File: config.mk
export PLATFORM = sky130hd
export DESIGN_NAME = dars_select
export DESIGN_NICKNAME = d
export VERILOG_FILES = /design/src/hw/dars_select.v /design/src/hw/dars_fifo.v
export VERILOG_INCLUDE_DIRS = /design/src /design/src/hw
export SDC_FILE = /design/constraint.sdc
export NUM_CORES = 1
export LEC_CHECK = 0
export BUFFER_PORTS_ARGS = -buffer_cell sky130_fd_sc_hd__buf_2
export CAP_MARGIN = 5
export CORE_ASPECT_RATIO = 1.75
export CORE_MARGIN = 2
export CORE_UTILIZATION = 61
export DETAILED_ROUTE_END_ITERATION = 16
export PLACE_DENSITY = 0.85
export SLEW_MARGIN = 20
export SYNTH_ARGS = -nofsm -noshare
export SYNTH_HDL_FRONTEND = slang
export SYNTH_SLANG_ARGS = --single-unit
File: constraint.sdc
create_clock -name ref_clk -period 9.4 [get_ports ref_clk]
set_input_delay 1.88 -clock ref_clk [delete_from_list [all_inputs] [get_ports ref_clk]]
set_output_delay 1.88 -clock ref_clk [all_outputs]
set_load 0.1 [all_outputs]
File: src/hw/dars_consts.vh
// constants for the dual address repeater select block
// assumes nothing; included by the select block and the bench
`ifndef DARS_CONSTS_VH
`define DARS_CONSTS_VH

// address width and management append limit
`define DARS_ADDR_W 16
`define DARS_MGMT_MAX 8'h3c

// buffered serial data path
`define DARS_FIFO_DEPTH 8
`define DARS_FIFO_AW 3

// reset values of the steering state
`define DARS_RST_SEC 1'b0

`endif

File: src/hw/dars_select.v
// radio packet address selection, receive filtering and repeater relay
// assumes byte streams with valid/ready/last on serial and radio sides,
// configuration held steady by the surrounding system while traffic flows
`timescale 1ns/10ps
`include "dars_consts.vh"
module dars_select #(
    parameter FIFO_DEPTH = `DARS_FIFO_DEPTH,
    parameter FIFO_AW = `DARS_FIFO_AW
) (
    // clock and reset
    input wire ref_clk,
    input wire rst_n,
    // configuration
    input wire [`DARS_ADDR_W-1:0] primaryTxAddr,
    input wire [`DARS_ADDR_W-1:0] secondaryTxAddr,
    input wire [`DARS_ADDR_W-1:0] primaryRxAddr,
    input wire [`DARS_ADDR_W-1:0] secondaryRxAddr,
    input wire txAddrEn,
    input wire rxAddrEn,
    input wire repeaterEn,
    input wire autoSwitchEn,
    input wire portSwap,
    input wire supervisionEn,
    // serial port a
    input wire [7:0] aInData,
    input wire aInValid,
    input wire aInLast,
    output wire aInReady,
    output wire [7:0] aOutData,
    output wire aOutValid,
    output wire aOutLast,
    input wire aOutReady,
    // serial port b
    input wire [7:0] bInData,
    input wire bInValid,
    input wire bInLast,
    output wire bInReady,
    output wire [7:0] bOutData,
    output wire bOutValid,
    output wire bOutLast,
    input wire bOutReady,
    // radio receive
    input wire [7:0] radRxData,
    input wire radRxValid,
    input wire radRxLast,
    output wire radRxReady,
    // radio transmit
    output wire [7:0] radTxData,
    output wire radTxValid,
    output wire radTxLast,
    input wire radTxReady,
    // status
    output wire lastMatchSec
);
    localparam R_ADDRH = 3'd0;
    localparam R_ADDRL = 3'd1;
    localparam R_DATA = 3'd2;
    localparam R_DROP = 3'd3;
    localparam R_WAIT = 3'd4;
    localparam T_IDLE = 3'd0;
    localparam T_ADDRH = 3'd1;
    localparam T_ADDRL = 3'd2;
    localparam T_DATA = 3'd3;
    localparam T_MGMT = 3'd4;

    reg rstS1_q, rstS2_q;
    wire rstSyncN = rstS2_q;

    always @(posedge ref_clk or negedge rst_n)
    begin
        if (!rst_n)
        begin
            rstS1_q <= 1'b0;
            rstS2_q <= 1'b0;
        end
        else
        begin
            rstS1_q <= 1'b1;
            rstS2_q <= rstS1_q;
        end
    end

    // input holding stages keep every ready a flop at half throughput
    reg [8:0] dinH_q, mgH_q, rxH_q;
    reg dinV_q, mgV_q, rxV_q;
    reg dinRdy_q, mgRdy_q, rxRdy_q;
    reg aInRdy_q, bInRdy_q;
    reg [2:0] rState_q, tState_q;
    reg [7:0] rxHi_q;
    reg matchSec_q, relaying_q, lastSec_q;
    reg txSrcRelay_q;
    reg [`DARS_ADDR_W-1:0] txAddr_q;
    reg [7:0] mgCnt_q;
    reg [7:0] txData_q, serData_q;
    reg txValid_q, txLast_q, serLast_q, aOutV_q, bOutV_q;

    // port a is the data port unless swapped
    wire dInValid = portSwap ? bInValid : aInValid;
    wire [8:0] dIn = portSwap ? {bInLast, bInData} : {aInLast, aInData};
    wire mInValid = portSwap ? aInValid : bInValid;
    wire [8:0] mIn = portSwap ? {aInLast, aInData} : {bInLast, bInData};

    wire [8:0] fOut;
    wire fValid, fInReady;
    wire txSlot = !txValid_q || radTxReady;
    wire serSlot = !(aOutV_q || bOutV_q) || (aOutV_q && aOutReady) || (bOutV_q && bOutReady);
    wire [15:0] rxAddr = {rxHi_q, rxH_q[7:0]};
    wire priHit = (rxAddr == primaryRxAddr);
    wire secHit = (rxAddr == secondaryRxAddr);

    wire relayGrant = (tState_q == T_IDLE) && (rState_q == R_WAIT);
    wire relayMove = (tState_q == T_DATA) && txSrcRelay_q && txSlot;
    wire rxDataMove = (rState_q == R_DATA) && rxV_q && serSlot && (!relaying_q || relayMove);
    wire rxEat = rxV_q && ((rState_q == R_ADDRH && rxAddrEn) || rState_q == R_ADDRL ||
                           rState_q == R_DROP || rxDataMove);
    wire serMove = (tState_q == T_DATA) && !txSrcRelay_q && txSlot && fValid;
    wire mgMove = (tState_q == T_MGMT) && txSlot && mgV_q;
    wire mgEat = mgMove || (mgV_q && !supervisionEn);
    wire dataByte = serMove || (relayMove && rxDataMove);
    wire [8:0] dataSel = txSrcRelay_q ? rxH_q : fOut;
    wire mgEnd = mgH_q[8] || (mgCnt_q == `DARS_MGMT_MAX - 8'h01);
    wire goMgmt = supervisionEn && mgV_q;
    wire serialGo = (tState_q == T_IDLE) && !relayGrant && fValid;
    // a serial packet uses the pair of the last match only in auto switch mode
    wire useSec = autoSwitchEn && lastSec_q;

    wire dinV_d = (dinV_q && !fInReady) || (dinRdy_q && dInValid);
    wire mgV_d = (mgV_q && !mgEat) || (mgRdy_q && mInValid);
    wire rxV_d = (rxV_q && !rxEat) || (rxRdy_q && radRxValid);

    always @(posedge ref_clk or negedge rstSyncN)
    begin
        if (!rstSyncN)
        begin
            dinH_q <= 9'h000;
            mgH_q <= 9'h000;
            rxH_q <= 9'h000;
            dinV_q <= 1'b0;
            mgV_q <= 1'b0;
            rxV_q <= 1'b0;
            dinRdy_q <= 1'b0;
            mgRdy_q <= 1'b0;
            rxRdy_q <= 1'b0;
            aInRdy_q <= 1'b0;
            bInRdy_q <= 1'b0;
        end
        else
        begin
            if (dinRdy_q && dInValid)
                dinH_q <= dIn;
            if (mgRdy_q && mInValid)
                mgH_q <= mIn;
            if (rxRdy_q && radRxValid)
                rxH_q <= {radRxLast, radRxData};
            dinV_q <= dinV_d;
            mgV_q <= mgV_d;
            rxV_q <= rxV_d;
            dinRdy_q <= !dinV_d;
            mgRdy_q <= !mgV_d;
            rxRdy_q <= !rxV_d;
            aInRdy_q <= portSwap ? !mgV_d : !dinV_d;
            bInRdy_q <= portSwap ? !dinV_d : !mgV_d;
        end
    end

    // receive side: address check, strip, drop or hand to relay
    always @(posedge ref_clk or negedge rstSyncN)
    begin
        if (!rstSyncN)
        begin
            rState_q <= R_ADDRH;
            rxHi_q <= 8'h00;
            matchSec_q <= `DARS_RST_SEC;
            lastSec_q <= `DARS_RST_SEC;
            relaying_q <= 1'b0;
        end
        else
        begin
            case (rState_q)
                R_ADDRH:
                begin
                    if (rxV_q && rxAddrEn)
                    begin
                        rxHi_q <= rxH_q[7:0];
                        if (!rxH_q[8])
                            rState_q <= R_ADDRL;
                    end
                    else if (rxV_q)
                    begin
                        matchSec_q <= 1'b0;
                        relaying_q <= repeaterEn;
                        rState_q <= repeaterEn ? R_WAIT : R_DATA;
                    end
                end
                R_ADDRL:
                begin
                    if (rxV_q)
                    begin
                        if (rxH_q[8] || !(priHit || secHit))
                            rState_q <= rxH_q[8] ? R_ADDRH : R_DROP;
                        else
                        begin
                            matchSec_q <= !priHit;
                            if (autoSwitchEn)
                                lastSec_q <= !priHit;
                            relaying_q <= repeaterEn;
                            rState_q <= repeaterEn ? R_WAIT : R_DATA;
                        end
                    end
                end
                R_WAIT:
                begin
                    if (relayGrant)
                        rState_q <= R_DATA;
                end
                R_DATA:
                begin
                    if (rxDataMove && rxH_q[8])
                        rState_q <= R_ADDRH;
                end
                R_DROP:
                begin
                    if (rxV_q && rxH_q[8])
                        rState_q <= R_ADDRH;
                end
                default:
                    rState_q <= R_ADDRH;
            endcase
        end
    end

    // transmit side: prepend address, stream data, append management bytes
    always @(posedge ref_clk or negedge rstSyncN)
    begin
        if (!rstSyncN)
        begin
            tState_q <= T_IDLE;
            txSrcRelay_q <= 1'b0;
            txAddr_q <= {`DARS_ADDR_W{1'b0}};
            mgCnt_q <= 8'h00;
            txData_q <= 8'h00;
            txValid_q <= 1'b0;
            txLast_q <= 1'b0;
        end
        else
        begin
            if (txSlot)
                txValid_q <= 1'b0;
            case (tState_q)
                T_IDLE:
                begin
                    if (relayGrant)
                    begin
                        txSrcRelay_q <= 1'b1;
                        // relay only: a secondary match picks the secondary pair
                        txAddr_q <= (repeaterEn && matchSec_q) ? secondaryTxAddr : primaryTxAddr;
                        tState_q <= txAddrEn ? T_ADDRH : T_DATA;
                    end
                    else if (serialGo)
                    begin
                        txSrcRelay_q <= 1'b0;
                        txAddr_q <= useSec ? secondaryTxAddr : primaryTxAddr;
                        tState_q <= txAddrEn ? T_ADDRH : T_DATA;
                    end
                end
                T_ADDRH:
                begin
                    if (txSlot)
                    begin
                        txData_q <= txAddr_q[15:8];
                        txValid_q <= 1'b1;
                        txLast_q <= 1'b0;
                        tState_q <= T_ADDRL;
                    end
                end
                T_ADDRL:
                begin
                    if (txSlot)
                    begin
                        txData_q <= txAddr_q[7:0];
                        txValid_q <= 1'b1;
                        txLast_q <= 1'b0;
                        tState_q <= T_DATA;
                    end
                end
                T_DATA:
                begin
                    if (dataByte)
                    begin
                        txData_q <= dataSel[7:0];
                        txValid_q <= 1'b1;
                        txLast_q <= dataSel[8] && !goMgmt;
                        mgCnt_q <= 8'h00;
                        if (dataSel[8])
                            tState_q <= goMgmt ? T_MGMT : T_IDLE;
                    end
                end
                T_MGMT:
                begin
                    // waits on the management port; a stalled manager stalls the air
                    if (mgMove)
                    begin
                        txData_q <= mgH_q[7:0];
                        txValid_q <= 1'b1;
                        txLast_q <= mgEnd;
                        mgCnt_q <= mgCnt_q + 8'h01;
                        if (mgEnd)
                            tState_q <= T_IDLE;
                    end
                end
                default:
                    tState_q <= T_IDLE;
            endcase
        end
    end

    // received data goes to the data port only; management stays off it
    always @(posedge ref_clk or negedge rstSyncN)
    begin
        if (!rstSyncN)
        begin
            serData_q <= 8'h00;
            serLast_q <= 1'b0;
            aOutV_q <= 1'b0;
            bOutV_q <= 1'b0;
        end
        else if (serSlot)
        begin
            aOutV_q <= rxDataMove && !portSwap;
            bOutV_q <= rxDataMove && portSwap;
            if (rxDataMove)
            begin
                serData_q <= rxH_q[7:0];
                serLast_q <= rxH_q[8];
            end
        end
    end

    dars_fifo #(
        .WIDTH(9),
        .DEPTH(FIFO_DEPTH),
        .AW(FIFO_AW)
    ) u_fifo (
        .clk(ref_clk),
        .rstSyncN(rstSyncN),
        .inData(dinH_q),
        .inValid(dinV_q),
        .inReady(fInReady),
        .outData(fOut),
        .outValid(fValid),
        .outReady(serMove)
    );

    assign aInReady = aInRdy_q;
    assign bInReady = bInRdy_q;
    assign radRxReady = rxRdy_q;
    assign aOutData = serData_q;
    assign bOutData = serData_q;
    assign aOutLast = serLast_q;
    assign bOutLast = serLast_q;
    assign aOutValid = aOutV_q;
    assign bOutValid = bOutV_q;
    assign radTxData = txData_q;
    assign radTxValid = txValid_q;
    assign radTxLast = txLast_q;
    assign lastMatchSec = lastSec_q;
endmodule

File: src/hw/dars_fifo.v
// synchronous byte fifo with valid/ready on both sides
// assumes one clock and an already synchronised active-low reset
`timescale 1ns/10ps
module dars_fifo #(
    parameter WIDTH = 9,
    parameter DEPTH = 8,
    parameter AW = 3
) (
    // clock and reset
    input wire clk,
    input wire rstSyncN,
    // fill side
    input wire [WIDTH-1:0] inData,
    input wire inValid,
    output wire inReady,
    // drain side
    output wire [WIDTH-1:0] outData,
    output wire outValid,
    input wire outReady
);
    reg [WIDTH-1:0] mem [0:DEPTH-1];
    reg [AW-1:0] wrPtr_q;
    reg [AW-1:0] rdPtr_q;
    reg [AW:0] count_q;
    wire doWr;
    wire doRd;

    assign inReady = (count_q != DEPTH[AW:0]);
    assign outValid = (count_q != {(AW+1){1'b0}});
    assign outData = mem[rdPtr_q];
    assign doWr = inValid && inReady;
    assign doRd = outValid && outReady;

    // storage has no reset; only pointers and count need a defined value
    always @(posedge clk)
    begin
        if (doWr)
            mem[wrPtr_q] <= inData;
    end

    always @(posedge clk or negedge rstSyncN)
    begin
        if (!rstSyncN)
        begin
            wrPtr_q <= {AW{1'b0}};
            rdPtr_q <= {AW{1'b0}};
            count_q <= {(AW+1){1'b0}};
        end
        else
        begin
            if (doWr)
                wrPtr_q <= (wrPtr_q == DEPTH[AW-1:0] - 1'b1) ? {AW{1'b0}} : wrPtr_q + 1'b1;
            if (doRd)
                rdPtr_q <= (rdPtr_q == DEPTH[AW-1:0] - 1'b1) ? {AW{1'b0}} : rdPtr_q + 1'b1;
            if (doWr && !doRd)
                count_q <= count_q + 1'b1;
            else if (doRd && !doWr)
                count_q <= count_q - 1'b1;
        end
    end
endmodule

==> flow_metrics.py <==
metrics = {
    "clock_network": {
        "cts_setup_buffers": 0,
        "clock-sinks": 182,
        "ctsHoldBuffers": 0,
        "cts_htree_levels": 4,
        "cts-root-buf": "clkbuf_16",
        "cts_resized": 0,
        "clk_latency_ns": 0.44,
        "cts_buffer_depth": 2,
        "tritoncts": "done",
        "cts_buffers": 17,
        "path_clk_slew_ns": 0.08,
    },
    "power": {
        "power_density_nw_per_um2": 379.2,
        "leakagePower_uw": 0.004401,
        "vdd_drop_max_mv": 0.1964,
    },
    "global_route": {
        "grt_pass1_vias": 6235,
        "grt_pass1_wl_mm": 32.49,
        "grt_max_degree": 59,
        "grtUsageTotal_pct": 28.70,
        "antenna_found_initial": 0,
        "overflow": 0,
    },
    "route": {
        "drt_wl_total_mm": 20.48,
        "first_iter_violations": 370,
        "via_per_inst": 6.034,
        "drc": 0,
        "wl_per_cell_um": 20.45,
        "dr.pass1.iters": 5,
        "vias": 6040,
        "drtAntennaViolNets": 0,
    },
    "floorplanning": {
        "fp.coreArea_sq_um": 13840,
        "start_util_pct": 62.18,
        "rows": 57,
        "die_y_um": 161.1,
        "die_area_sq_um": 15110,
        "die_x_um": 93.78,
        "io_pins": 139,
    },
    "timing": {
        "period_minus_slack_ns": 3.712,
        "fin_tns_setup_ns": 0,
        "rsz0062_at_grt": "no",
        "setup_viol": 0,
        "finalMaxSlewViolations": 0,
        "layout_setup_ws_ns": 5.688,
        "min_period_over_period_pct": 39.49,
        "hold_viol": 0,
        "relSlewSlack_pct": 32.61,
        "skew_ns": 0.01261,
        "clock.fmax_ghz": 0.2694,
        "worst_pin_slew_ns": 1.006,
    },
    "placed_design": {
        "dp.final_hpwl_mm": 14.80,
        "dp_slack_ns": 5.243,
        "gp_congestion": 0.9105,
        "port_buffers": 138,
        "place_area_sq_um": 9387,
    },
    "finish": {
        "drive_above_1_share_pct": 30.46,
        "layout.nets": 925,
        "fin_area_sq_um": 10010,
        "synthToLayoutAreaGrowth_pct": 16.39,
        "n_antenna_cell": 0,
    },
    "flow_run": {
        "cap_violations": 0,
    },
    "outcome": {
        "status": "completed",
    },
    "yosys": {
        "synth_seq_area_share_pct": 57.13,
        "synth_nets": 801,
        "synth_warnings": 0,
        "synth_top_area_cell": "dfrtp_1",
        "syn_area_sq_um": 8603,
        "netlist.area_leader.share_pct": 32.00,
        "syn_area_per_cell_sq_um": 12.52,
        "async_flop_share_pct": 60.44,
        "netlist_instances": 687,
        "synthTopCellsByArea": "dfrtp_1, edfxtp_1, mux4_2",
        "synth_edf_count": 72,
        "synth_seq_cells": 182,
        "synthDistinctLibCells": 63,
        "synthFlopType": "dfrtp_1",
    },
    "worst_setup_path": {
        "cp_data_required_time_ns": 9.76,
        "max_stage_delay_ns": 0.52,
        "path_cells": "buf_2 -> mux2_2 -> nand2_1 -> o21ai_0 -> inv_1 -> nand2_1 -> o21ai_0",
        "cp-end-kind": "register",
        "path_class": "in -> reg",
        "crit_path_max_fanout": 26,
        "slowest_stage": "buf_2",
        "worstPathArrival_ns": 4.07,
        "critPathLaunchType": "input pin",
    },
    "worst_hold_path": {
        "holdCritPathClass": "reg -> async",
    },
}
-- final cells by class --
class | count | area (sq um)
Sequential cell | 182 | 4918
Tap cell | 177 | 221.5
Inverter | 32 | 120.1
Multi-Input combinational cell | 436 | 3406
Fill cell | 965 | 3822
Timing Repair Buffer | 142 | 720.7
Clock buffer | 17 | 425.4
Clock inverter | 15 | 201.4
-- cells in the final DEF (no fill, tap or decap), types with 4 or more instances in the layout --
master     synthesis  routed
a21oi_1           23      23
inv_1             32      32
inv_12             0       5
xnor2_1            4       4
o21ai_0           45      45
nor4_1             9       9
nor3_1            14      11
mux2_2            33      33
xor2_1            38      38
o22ai_1           15      15
ha_1               8       8
edfxtp_1          72      72
buf_4              9       4
nor2_1            29      29
nand3b_1           4       4
a221oi_1           8       8
mux2_4             8       8
inv_8              0       4
dfrtp_1          110     109
buf_2             12     138
mux4_2            17      17
nand4_1            6       6
mux2i_1           38      38
clkbuf_16          0      17
a22o_1             8       8
nand2_1           60      60
nand2b_1           7       7
a21boi_0           4       4
nand3_1           10      10
-- worst max-delay path, delay by kind of cell --
kind / cells / cell delay (ns)
compound gates: 2 / 0.55
buf+inv: 2 / 0.68
mux: 1 / 0.41
simple gates: 2 / 0.53
-- registers in the layout (all words and copies together), names as in the netlist, 4 cells and up --
register,flops
u_fifo.mem,72
dinH_q,9
u_fifo.count_q,4
rxHi_q,8
aOutData,8
txAddr_q,16
mgH_q,9
radTxData,8
rxH_q,9
mgCnt_q,8
-- power breakdown --
group          total (uW)  switching (uW)  internal (uW)
combinational        1650            1080            577
clock                 737             365            372
sequential           1410             319           1090
-- cells in the mapped netlist (10+ instances only) --
master,count
nor3_1,14
xor2_1,38
mux4_2,17
edfxtp_1,72
nor2_1,29
o21ai_0,45
nand2_1,60
dfrtp_1,110
o22ai_1,15
mux2i_1,38
a21oi_1,23
inv_1,32
nand3_1,10
buf_2,12
mux2_2,33
clkbuf_1,15
-- layer usage --
metal / track usage (%) / vias to the layer above / wire [um]
met1: 31.16 / 3001 / 7110
met4: 13.04 / 0 / 830
met5: 0 / - / 0
met3: 4.944 / 53 / 1115
met2: 53.21 / 234 / 11420
li1: - / 2752 / -
-- kinds of logic (layout without fill, tap and decap cells) --
logic type	after synthesis	in the layout	share of synthesized area, %
compound gates	126	126	9.410
fa+ha+maj	9	9	1.396
flops	182	182	57.13
buf+inv	69	206	3.578
xor+xnor	42	42	4.276
simple gates	162	162	9.584
mux	96	96	14.59
other cells	1	1	0.04359
-- path summary, 6_finish.rpt --
check	start	to	cells past startpoint	slack (ns)
setup / recovery	portSwap	aInReady	7	5.69
min in group ref_clk	rstS1_q	rstS2_q	0	0.37
hold reg to reg	rstS2_q	mgH_q[0]	0	0.36
hold / removal	rstS2_q	mgH_q[0]	0	0.36
setup reg to reg	tState_q[1]	u_fifo.count_q[3]	11	5.83
max in group asynchronous	rstS2_q	aOutLast	1	7.86
-- through the flow --
stage | utilization, % | hold slack [ns] | cells | power, uW
floorplan | - | 0.3312 | 687 | 2673
global placement | 67.84 | 0.3401 | 969 | 2990
detailed placement | 67.84 | 0.3551 | 969 | 3056
CTS | 72.37 | 0.3729 | 1001 | 3800
global route | 72.37 | 0.3800 | 1001 | 3979
finish | 72.37 | 0.3639 | 1001 | 3797
(Power assumes the default switching activity.)
